===== config.mk =====
export PLATFORM = sky130hd
export DESIGN_NAME = i2c_slave_config_status
export DESIGN_NICKNAME = d
export VERILOG_FILES = /design/src/rtl/i2c_slave_config_status.v
export VERILOG_INCLUDE_DIRS = /design/src /design/src/rtl
export SDC_FILE = /design/constraint.sdc
export NUM_CORES = 1
export LEC_CHECK = 0
export ABC_AREA = 1
export BUFFER_PORTS_ARGS = -buffer_cell sky130_fd_sc_hd__buf_2
export CORE_MARGIN = 8
export CORE_UTILIZATION = 51
export DETAILED_ROUTE_END_ITERATION = 12
export PLACE_DENSITY = 0.75
export SKIP_LAST_GASP = 1
export SLEW_MARGIN = 10
export SYNTH_ARGS = -nofsm -noshare
export SYNTH_HDL_FRONTEND = slang
export SYNTH_SLANG_ARGS = --single-unit

===== constraint.sdc =====
create_clock -name clk -period 2.7 [get_ports clk]
set_clock_uncertainty 0.1 [all_clocks]
set_input_delay 0.54 -clock clk [delete_from_list [all_inputs] [get_ports clk]]
set_output_delay 0.54 -clock clk [all_outputs]
set_load 0.01 [all_outputs]

===== src/rtl/i2c_slave_regs.vh =====
`ifndef I2C_SLAVE_REGS_VH
`define I2C_SLAVE_REGS_VH

// register offsets on the plain register port
`define BUS_CONFIGURATION_ADDR 8'hd6
`define STATUS_CONTROL_ADDR 8'hd7

// bus_configuration fields
`define CFG_ENABLE_BIT 0
`define CFG_RATE_LO_BIT 2
`define CFG_RATE_HI_BIT 3
`define CFG_STOP_IRQ_ENABLE_BIT 4
`define CFG_PIN_SEL_BIT 6
`define CFG_WRITE_MASK 8'h5d
`define CFG_RESET 8'h00

// sample-rate codes
`define RATE_100K 2'h0
`define RATE_400K 2'h1
`define RATE_50K 2'h2

// status_control fields
`define SCR_BYTE_DONE_BIT 0
`define SCR_LAST_ACK_BIT 1
`define SCR_TRANSMIT_BIT 2
`define SCR_ADDRESS_BIT 3
`define SCR_ACK_OUT_BIT 4
`define SCR_STOP_SEEN_BIT 5
`define SCR_BUS_ERROR_BIT 7
`define SCR_RESET 8'h00

// bits per byte on the serial side
`define BITS_PER_BYTE 4'h8

`endif


===== src/rtl/i2c_slave_config_status.v =====
// Design decision made here: the address-and-strobe port.
`include "i2c_slave_regs.vh"

// Summary of operation
// - stop interrupt only when stop enable set
// - rate field picks 100K, 400K or 50K sampling
// - pin select zero primary pair, one alternate
// - stop interrupt only on stop flag rising
// - address byte after start raises interrupt
// - disabled block held reset, pins released
// - enable synchronised before reaching internal logic
// - any start restarts address reception
// - any stop returns machine to idle
// - byte end interrupts and stalls clock low
// - status reads harmless, any write releases stall
// - status flags cleared by writing zero
// - misplaced start or stop sets bus error
// - stop flag sticky, clear needs byte done
// - ack-out sent, cleared at next byte done
// - address flag marks address byte
// - transmit bit picks direction, start clears
// - last ack captures ninth bit, start clears
// - byte done after nine or eight bits
// - sample clock from divide-by-2/4/8 tap
// - nack on transmit returns idle on write
module i2c_slave_config_status #(
  parameter ADDR_W = 8
) (
  input wire clk,
  input wire rst,
  input wire [ADDR_W-1:0] addr,
  input wire [7:0] wdata,
  input wire wr,
  input wire rd,
  output reg [7:0] rdata_ff,
  input wire [7:0] tx_byte,
  output reg [7:0] rx_byte_ff,
  input wire scl_pri_in,
  input wire sda_pri_in,
  input wire scl_alt_in,
  input wire sda_alt_in,
  output reg scl_pri_out_ff,
  output reg sda_pri_out_ff,
  output reg scl_alt_out_ff,
  output reg sda_alt_out_ff,
  output reg scl_pri_oe_ff,
  output reg sda_pri_oe_ff,
  output reg scl_alt_oe_ff,
  output reg sda_alt_oe_ff,
  output reg pins_owned_ff,
  output reg irq_ff
);

  // one-hot slave states
  localparam [6:0] ST_IDLE = 7'b0000001;
  localparam [6:0] ST_RX = 7'b0000010;
  localparam [6:0] ST_RXW = 7'b0000100;
  localparam [6:0] ST_RACK = 7'b0001000;
  localparam [6:0] ST_TX = 7'b0010000;
  localparam [6:0] ST_TACK = 7'b0100000;
  localparam [6:0] ST_TXW = 7'b1000000;

  reg [7:0] cfg_ff;
  reg en_s1_ff;
  reg en_s2_ff;
  reg [2:0] div_ff;
  reg tap_s1_ff;
  reg tap_s2_ff;
  reg tap_d_ff;
  reg tick_d_ff;
  reg [3:0] pin_s1_ff;
  reg [3:0] pin_s2_ff;
  reg scl_q_ff;
  reg scl_p_ff;
  reg sda_q_ff;
  reg sda_p_ff;
  reg [6:0] state_ff;
  reg [3:0] cnt_ff;
  reg [7:0] shift_ff;
  reg fell_ff;
  reg addr_phase_ff;
  reg sda_drv_ff;
  reg scl_hold_ff;
  reg berr_ff;
  reg stop_ff;
  reg ack_ff;
  reg address_ff;
  reg transmit_ff;
  reg lrb_ff;
  reg bd_ff;
  reg tap;
  reg scl_m;
  reg sda_m;

  wire run;
  wire go;
  wire tick;
  wire scl_rise;
  wire scl_fall;
  wire start_ev;
  wire stop_ev;
  wire bd_set;
  wire berr_set;
  wire lrb_cap;
  wire psel;
  wire [7:0] scr_rd;

  assign run = en_s2_ff;
  assign psel = cfg_ff[`CFG_PIN_SEL_BIT];
  // any status_control write continues the transfer
  assign go = wr & (addr == `STATUS_CONTROL_ADDR) & run;

  // configuration register, written regardless of enable
  always @(posedge clk or posedge rst) begin
    if (rst) begin
      cfg_ff <= `CFG_RESET;
    end else if (wr && addr == `BUS_CONFIGURATION_ADDR) begin
      cfg_ff <= wdata & `CFG_WRITE_MASK;
    end
  end

  // enable crosses two flops so release is synchronous
  always @(posedge clk or posedge rst) begin
    if (rst) begin
      en_s1_ff <= 1'b0;
      en_s2_ff <= 1'b0;
    end else begin
      en_s1_ff <= cfg_ff[`CFG_ENABLE_BIT];
      en_s2_ff <= en_s1_ff;
    end
  end

  // divider taps, reserved code falls back to the slowest tap
  always @* begin
    case (cfg_ff[`CFG_RATE_HI_BIT:`CFG_RATE_LO_BIT])
      `RATE_400K: tap = div_ff[0];
      `RATE_100K: tap = div_ff[1];
      `RATE_50K: tap = div_ff[2];
      default: tap = div_ff[2];
    endcase
  end

  // divider held in reset while disabled; selected tap resynchronised
  always @(posedge clk or posedge rst) begin
    if (rst) begin
      div_ff <= 3'h0;
      tap_s1_ff <= 1'b0;
      tap_s2_ff <= 1'b0;
      tap_d_ff <= 1'b0;
      tick_d_ff <= 1'b0;
    end else if (!run) begin
      div_ff <= 3'h0;
      tap_s1_ff <= 1'b0;
      tap_s2_ff <= 1'b0;
      tap_d_ff <= 1'b0;
      tick_d_ff <= 1'b0;
    end else begin
      div_ff <= div_ff + 3'h1;
      tap_s1_ff <= tap;
      tap_s2_ff <= tap_s1_ff;
      tap_d_ff <= tap_s2_ff;
      tick_d_ff <= tick;
    end
  end

  assign tick = tap_s2_ff & ~tap_d_ff;

  // pins pass two flops before anything looks at them
  always @(posedge clk or posedge rst) begin
    if (rst) begin
      pin_s1_ff <= 4'hf;
      pin_s2_ff <= 4'hf;
    end else begin
      pin_s1_ff <= {sda_alt_in, scl_alt_in, sda_pri_in, scl_pri_in};
      pin_s2_ff <= pin_s1_ff;
    end
  end

  // route the selected pair into the block
  always @* begin
    scl_m = psel ? pin_s2_ff[2] : pin_s2_ff[0];
    sda_m = psel ? pin_s2_ff[3] : pin_s2_ff[1];
  end

  // sample the lines on the sample clock, keep previous sample
  always @(posedge clk or posedge rst) begin
    if (rst) begin
      scl_q_ff <= 1'b1;
      scl_p_ff <= 1'b1;
      sda_q_ff <= 1'b1;
      sda_p_ff <= 1'b1;
    end else if (tick) begin
      scl_q_ff <= scl_m;
      scl_p_ff <= scl_q_ff;
      sda_q_ff <= sda_m;
      sda_p_ff <= sda_q_ff;
    end
  end

  // bus events are judged once per sample, the cycle after it
  assign scl_rise = tick_d_ff & scl_q_ff & ~scl_p_ff;
  assign scl_fall = tick_d_ff & ~scl_q_ff & scl_p_ff;
  assign start_ev = tick_d_ff & scl_q_ff & scl_p_ff & sda_p_ff & ~sda_q_ff;
  assign stop_ev = tick_d_ff & scl_q_ff & scl_p_ff & ~sda_p_ff & sda_q_ff;
  assign bd_set = ((state_ff == ST_RX) & scl_rise & (cnt_ff == `BITS_PER_BYTE - 4'h1))
                | ((state_ff == ST_TACK) & scl_rise);
  assign lrb_cap = (state_ff == ST_TACK) & scl_rise;
  // start or stop is only legal idle or before a fresh received byte;
  // the clock rise that frames the condition is counted as bit 0, so one rise is still legal
  assign berr_set = (start_ev | stop_ev)
                  & ~((state_ff == ST_IDLE) | ((state_ff == ST_RX) & (cnt_ff <= 4'h1)));

  // slave sequencer: shifting, acknowledge and clock stall
  always @(posedge clk or posedge rst) begin
    if (rst) begin
      state_ff <= ST_IDLE;
      cnt_ff <= 4'h0;
      shift_ff <= 8'h00;
      fell_ff <= 1'b0;
      addr_phase_ff <= 1'b0;
      sda_drv_ff <= 1'b0;
      scl_hold_ff <= 1'b0;
      rx_byte_ff <= 8'h00;
    end else if (!run || stop_ev) begin
      state_ff <= ST_IDLE;
      cnt_ff <= 4'h0;
      fell_ff <= 1'b0;
      addr_phase_ff <= 1'b0;
      sda_drv_ff <= 1'b0;
      scl_hold_ff <= 1'b0;
      if (!run) begin
        shift_ff <= 8'h00;
        rx_byte_ff <= 8'h00;
      end
    end else if (start_ev) begin
      state_ff <= ST_RX;
      cnt_ff <= 4'h0;
      fell_ff <= 1'b0;
      addr_phase_ff <= 1'b1;
      sda_drv_ff <= 1'b0;
      scl_hold_ff <= 1'b0;
    end else begin
      case (state_ff)
        ST_IDLE: begin
          sda_drv_ff <= 1'b0;
          scl_hold_ff <= 1'b0;
        end
        ST_RX: begin
          if (scl_rise) begin
            shift_ff <= {shift_ff[6:0], sda_q_ff};
            cnt_ff <= cnt_ff + 4'h1;
            if (cnt_ff == `BITS_PER_BYTE - 4'h1) begin
              rx_byte_ff <= {shift_ff[6:0], sda_q_ff};
              state_ff <= ST_RXW;
              fell_ff <= 1'b0;
            end
          end
        end
        ST_RXW, ST_TXW: begin
          // stall from the first low phase until software writes
          if (scl_fall) begin
            fell_ff <= 1'b1;
          end
          if (go) begin
            scl_hold_ff <= 1'b0;
            cnt_ff <= 4'h0;
            if (state_ff == ST_RXW) begin
              state_ff <= ST_RACK;
            end else if (lrb_ff) begin
              state_ff <= ST_IDLE;
            end else if (transmit_ff) begin
              state_ff <= ST_TX;
              shift_ff <= tx_byte;
            end else begin
              state_ff <= ST_RX;
            end
          end else if (scl_fall) begin
            scl_hold_ff <= 1'b1;
          end
        end
        ST_RACK: begin
          // ack bit is put out only once the clock is low
          sda_drv_ff <= ack_ff & fell_ff;
          if (scl_fall && !fell_ff) begin
            fell_ff <= 1'b1;
          end else if (scl_fall) begin
            sda_drv_ff <= 1'b0;
            cnt_ff <= 4'h0;
            addr_phase_ff <= 1'b0;
            if (addr_phase_ff && !ack_ff) begin
              state_ff <= ST_IDLE;
            end else if (transmit_ff) begin
              state_ff <= ST_TX;
              shift_ff <= tx_byte;
            end else begin
              state_ff <= ST_RX;
            end
          end
        end
        ST_TX: begin
          sda_drv_ff <= fell_ff & ~shift_ff[7];
          if (scl_rise) begin
            cnt_ff <= cnt_ff + 4'h1;
          end
          if (scl_fall && !fell_ff) begin
            fell_ff <= 1'b1;
          end else if (scl_fall && cnt_ff == `BITS_PER_BYTE) begin
            state_ff <= ST_TACK;
            sda_drv_ff <= 1'b0;
          end else if (scl_fall) begin
            shift_ff <= {shift_ff[6:0], 1'b0};
          end
        end
        ST_TACK: begin
          sda_drv_ff <= 1'b0;
          if (scl_rise) begin
            state_ff <= ST_TXW;
            fell_ff <= 1'b0;
          end
        end
        default: begin
          state_ff <= ST_IDLE;
        end
      endcase
    end
  end

  // status and control flags; hardware set wins over a software clear
  always @(posedge clk or posedge rst) begin
    if (rst) begin
      berr_ff <= 1'b0;
      stop_ff <= 1'b0;
      ack_ff <= 1'b0;
      address_ff <= 1'b0;
      transmit_ff <= 1'b0;
      lrb_ff <= 1'b0;
      bd_ff <= 1'b0;
    end else if (!run) begin
      berr_ff <= 1'b0;
      stop_ff <= 1'b0;
      ack_ff <= 1'b0;
      address_ff <= 1'b0;
      transmit_ff <= 1'b0;
      lrb_ff <= 1'b0;
      bd_ff <= 1'b0;
    end else begin
      berr_ff <= (berr_ff & ~(go & ~wdata[`SCR_BUS_ERROR_BIT])) | berr_set;
      stop_ff <= (stop_ff & ~(go & ~wdata[`SCR_STOP_SEEN_BIT] & bd_ff)) | stop_ev;
      address_ff <= (address_ff & ~(go & ~wdata[`SCR_ADDRESS_BIT])) | (bd_set & addr_phase_ff);
      if (bd_set) begin
        ack_ff <= 1'b0;
      end else if (go) begin
        ack_ff <= wdata[`SCR_ACK_OUT_BIT];
      end
      if (start_ev) begin
        transmit_ff <= 1'b0;
        lrb_ff <= 1'b0;
        bd_ff <= 1'b0;
      end else begin
        if (go) begin
          transmit_ff <= wdata[`SCR_TRANSMIT_BIT];
        end
        lrb_ff <= lrb_cap ? sda_q_ff : (lrb_ff & ~(go & ~wdata[`SCR_LAST_ACK_BIT]));
        bd_ff <= (bd_ff & ~(go & ~wdata[`SCR_BYTE_DONE_BIT])) | bd_set;
      end
    end
  end

  // one-cycle interrupt pulse; stop only on a fresh stop flag
  always @(posedge clk or posedge rst) begin
    if (rst) begin
      irq_ff <= 1'b0;
    end else begin
      irq_ff <= run & (bd_set | berr_set
              | (stop_ev & ~stop_ff & cfg_ff[`CFG_STOP_IRQ_ENABLE_BIT]));
    end
  end

  // open-drain pins: level is always low, only the enables move
  always @(posedge clk or posedge rst) begin
    if (rst) begin
      scl_pri_out_ff <= 1'b0;
      sda_pri_out_ff <= 1'b0;
      scl_alt_out_ff <= 1'b0;
      sda_alt_out_ff <= 1'b0;
      scl_pri_oe_ff <= 1'b0;
      sda_pri_oe_ff <= 1'b0;
      scl_alt_oe_ff <= 1'b0;
      sda_alt_oe_ff <= 1'b0;
      pins_owned_ff <= 1'b0;
    end else begin
      scl_pri_out_ff <= 1'b0;
      sda_pri_out_ff <= 1'b0;
      scl_alt_out_ff <= 1'b0;
      sda_alt_out_ff <= 1'b0;
      scl_pri_oe_ff <= run & ~psel & scl_hold_ff;
      sda_pri_oe_ff <= run & ~psel & sda_drv_ff;
      scl_alt_oe_ff <= run & psel & scl_hold_ff;
      sda_alt_oe_ff <= run & psel & sda_drv_ff;
      pins_owned_ff <= run;
    end
  end

  assign scr_rd = {berr_ff, 1'b0, stop_ff, ack_ff, address_ff, transmit_ff, lrb_ff, bd_ff};

  // read data for one cycle after the strobe; no read side effects
  always @(posedge clk or posedge rst) begin
    if (rst) begin
      rdata_ff <= 8'h00;
    end else if (rd && addr == `BUS_CONFIGURATION_ADDR) begin
      rdata_ff <= cfg_ff;
    end else if (rd && addr == `STATUS_CONTROL_ADDR) begin
      rdata_ff <= scr_rd;
    end else begin
      rdata_ff <= 8'h00;
    end
  end

endmodule


==> results by group <==
Clock tree
  – H-tree depth: 3
  – Clock sink count: 78
  – Clk pin slew, worst setup/hold paths: 0.08 ns
  – Post_cts resized: 0
  – CTS tree: built
  – CTS Buf Count: 9
  – Hold buffer count at cts: 0
  – Worst skew pair latency: 0.36 ns
  – Total setup buffers inserted after CTS: 0
  – Root Buffer: clkbuf_8
  – Max clock buf depth: 2

Detailed routing
  – Number of remaining DRC errors: 0
  – Final ANT Viol Nets: 0
  – Vias: 3403
  – Wirelength per Cell: 15.1 um
  – DRT iter0 DRCs: 251
  – TritonRoute pass-1 iters: 5
  – Drt total wl: 9630 um
  – Vias per cell: 5.33

Timing
  – # setup viols final: 0
  – FMAX: 447 MHz
  – Final hold slack: 0.0925 ns
  – Min Clock Period, post-route: 2.23 ns
  – Final hold violation count: 0
  – RSZ-0062 raised after global routing: false
  – Rel. slew slack: 57.5%
  – Setup TNS Final: 0 ns
  – Period utilization: 82.8%
  – Worst Tran Pin Value: 0.635 ns
  – Max Transition Viols Final: 0

Global route
  – Total track usage: 19.7%
  – Largest net degree at the start of global routing: 39
  – Initial antenna violation count: 0
  – Vias in the first global route: 3313
  – First-pass GRT wire length: 15900 um
  – Grt ovf: 0

Synth
  – Synthesized area: 0.00387 mm2
  – Synth unique cells: 40
  – Synth Warn #: 0
  – Synth Instances: 471
  – Synthesized flop and latch total: 78
  – Sequential area share after synthesis: 50.8%
  – Syn avg cell area: 8.23 um2

Final layout
  – Most frequent cells in the layout: 119 x nand2_1, 65 x dfrtp_1, 53 x inv_1, 53 x buf_2, 45 x nor2_1
  – Ant diodes: 0
  – Footprint of the multi-input gates: 0.00163 mm2
  – Register area: 0.00197 mm2
  – Final net count: 572
  – Fill cell count: 671
  – Commonest non-fill, non-tap cell in the layout: nand2_1
  – Layout cells sized above 1: 21.7%
  – Area Growth Syn to Fin: 15.3%

Critical path
  – Critical Path RT: 2.90 ns
  – R2R setup slack: 0.47 ns
  – CP Class: reg2reg
  – Worst setup path start: state_ff[6]
  – Worst reg-to-reg path cell count: 11
  – Worst Path Max Fanout: 9
  – Setup crit end kind: flop
  – R2r endpoint: shift_ff[2]
  – CP Launch Type: flop
  – R2R Path Start: state_ff[6]
  – CP arrival: 2.43 ns

Die
  – Initial core utilization: 53.1%
  – Rows: 31
  – Die Wd: 103 um
  – Die area: 0.0106 mm2
  – Num ports: 58
  – Area of the core: 0.00729 mm2
  – DIE HEIGHT: 103 um

Placed design
  – Buffers on Ports: 53
  – Post-DP HPWL: 7370 um
  – GP Congestion: 0.987

Power and ir drop
  – Pwr Density: 671 mW/mm2
  – Lkg Pwr: 0.00230 uW
  – Worst IR Drop VDD: 0.480 mV

Run
  – Max Cap Violations: 0

Worst hold path
  – Hold Path Class: in2async

Run status
  – Status: completed
-- critical path, stage by stage (launching register included) --
cell,delay (ns)
dfrtp_1,0.41
inv_1,0.12
nand3_1,0.25
nor2_1,0.41
nor2_1,0.14
nor2_1,0.11
nor2_1,0.05
nand3_1,0.11
nand2_2,0.15
nand2_2,0.18
nand2_1,0.07
nand2_1,0.07
-- Yosys cell counts (all sizes together) --
cell type	n	share of area [%]
nand3	49	7.4
clkinv	1	0.097
conb	1	0.097
xnor2	1	0.23
o22ai	5	0.81
nand4	7	1.1
nand3b	2	0.39
o211ai	3	0.58
nor3b	2	0.39
nand2	124	12
a31oi	2	0.32
dfstp	13	8.8
and3	1	0.16
o21ai	31	4.0
buf	8	1.4
inv	61	6.0
xor2	1	0.23
ha	5	1.6
a21oi	17	2.2
o31ai	3	0.58
nor2	55	7.0
nor4	2	0.32
o32ai	1	0.23
a211oi	1	0.19
nor3	10	1.4
dfrtp	65	42
-- power by group --
group / total [uW] / switching [uW] / internal [uW]
registers: 1480 / 129 / 1350
logic: 630 / 419 / 211
clock network: 886 / 452 / 434
-- worst max path at each step --
stage / cells past startpoint / end / slack, ns
after floorplan: 1 / ack_ff / 0.09
after global placement: 11 / shift_ff[7] / 0.53
after detailed placement: 11 / shift_ff[6] / 0.59
after CTS: 11 / shift_ff[2] / 0.57
after global routing: 11 / shift_ff[6] / 0.37
final: 11 / shift_ff[2] / 0.47
-- through the flow --
step / setup WS, ns / std cells / cell area [um2] / power (uW) / utilization, %
floorplan: 0.0865 / 474 / 3890 / 1950 / -
global placement: 0.525 / 623 / 4270 / 2110 / 58.6
detailed placement: 0.587 / 623 / 4270 / 2130 / 58.6
CTS: 0.568 / 639 / 4470 / 3010 / 61.3
global route: 0.367 / 639 / 4470 / 3180 / 61.3
finish: 0.465 / 639 / 4470 / 3000 / 61.3
-- registers in the layout, summed over array words and instances (netlist names), 3 cells and up --
signal,count
rx_byte_ff,8
pin_s2_ff,4
rdata_ff,8
cfg_ff,5
shift_ff,8
cnt_ff,4
div_ff,3
state_ff,7
pin_s1_ff,4
-- per-layer routing --
layer  GRT usage [%]  vias up  routed length (um)
met2            30.2      153                4310
met1            25.8     1577                4350
met3            5.54       18                 776
met5               0        -                   0
met4            7.68        0                 191
li1                -     1655                   -
-- final cells by class --
cell class	instances	area share (%)
Tap cell	99	2.77
Inverter	62	5.26
Timing Repair Buffer	58	7.06
Sequential cell	78	44.0
Clock inverter	6	1.54
Clock buffer	10	2.86
Multi-Input combinational cell	326	36.5
-- cells by family after synthesis --
group,after synthesis,share of synthesized area (%)
buf+inv,70,7.46
other cells,1,0.0968
xor+xnor,2,0.452
flops,78,50.8
fa+ha+maj,5,1.61
simple gates,252,30.7
compound gates,63,8.91
No activity file was read; power rests on OpenSTA's default activity.
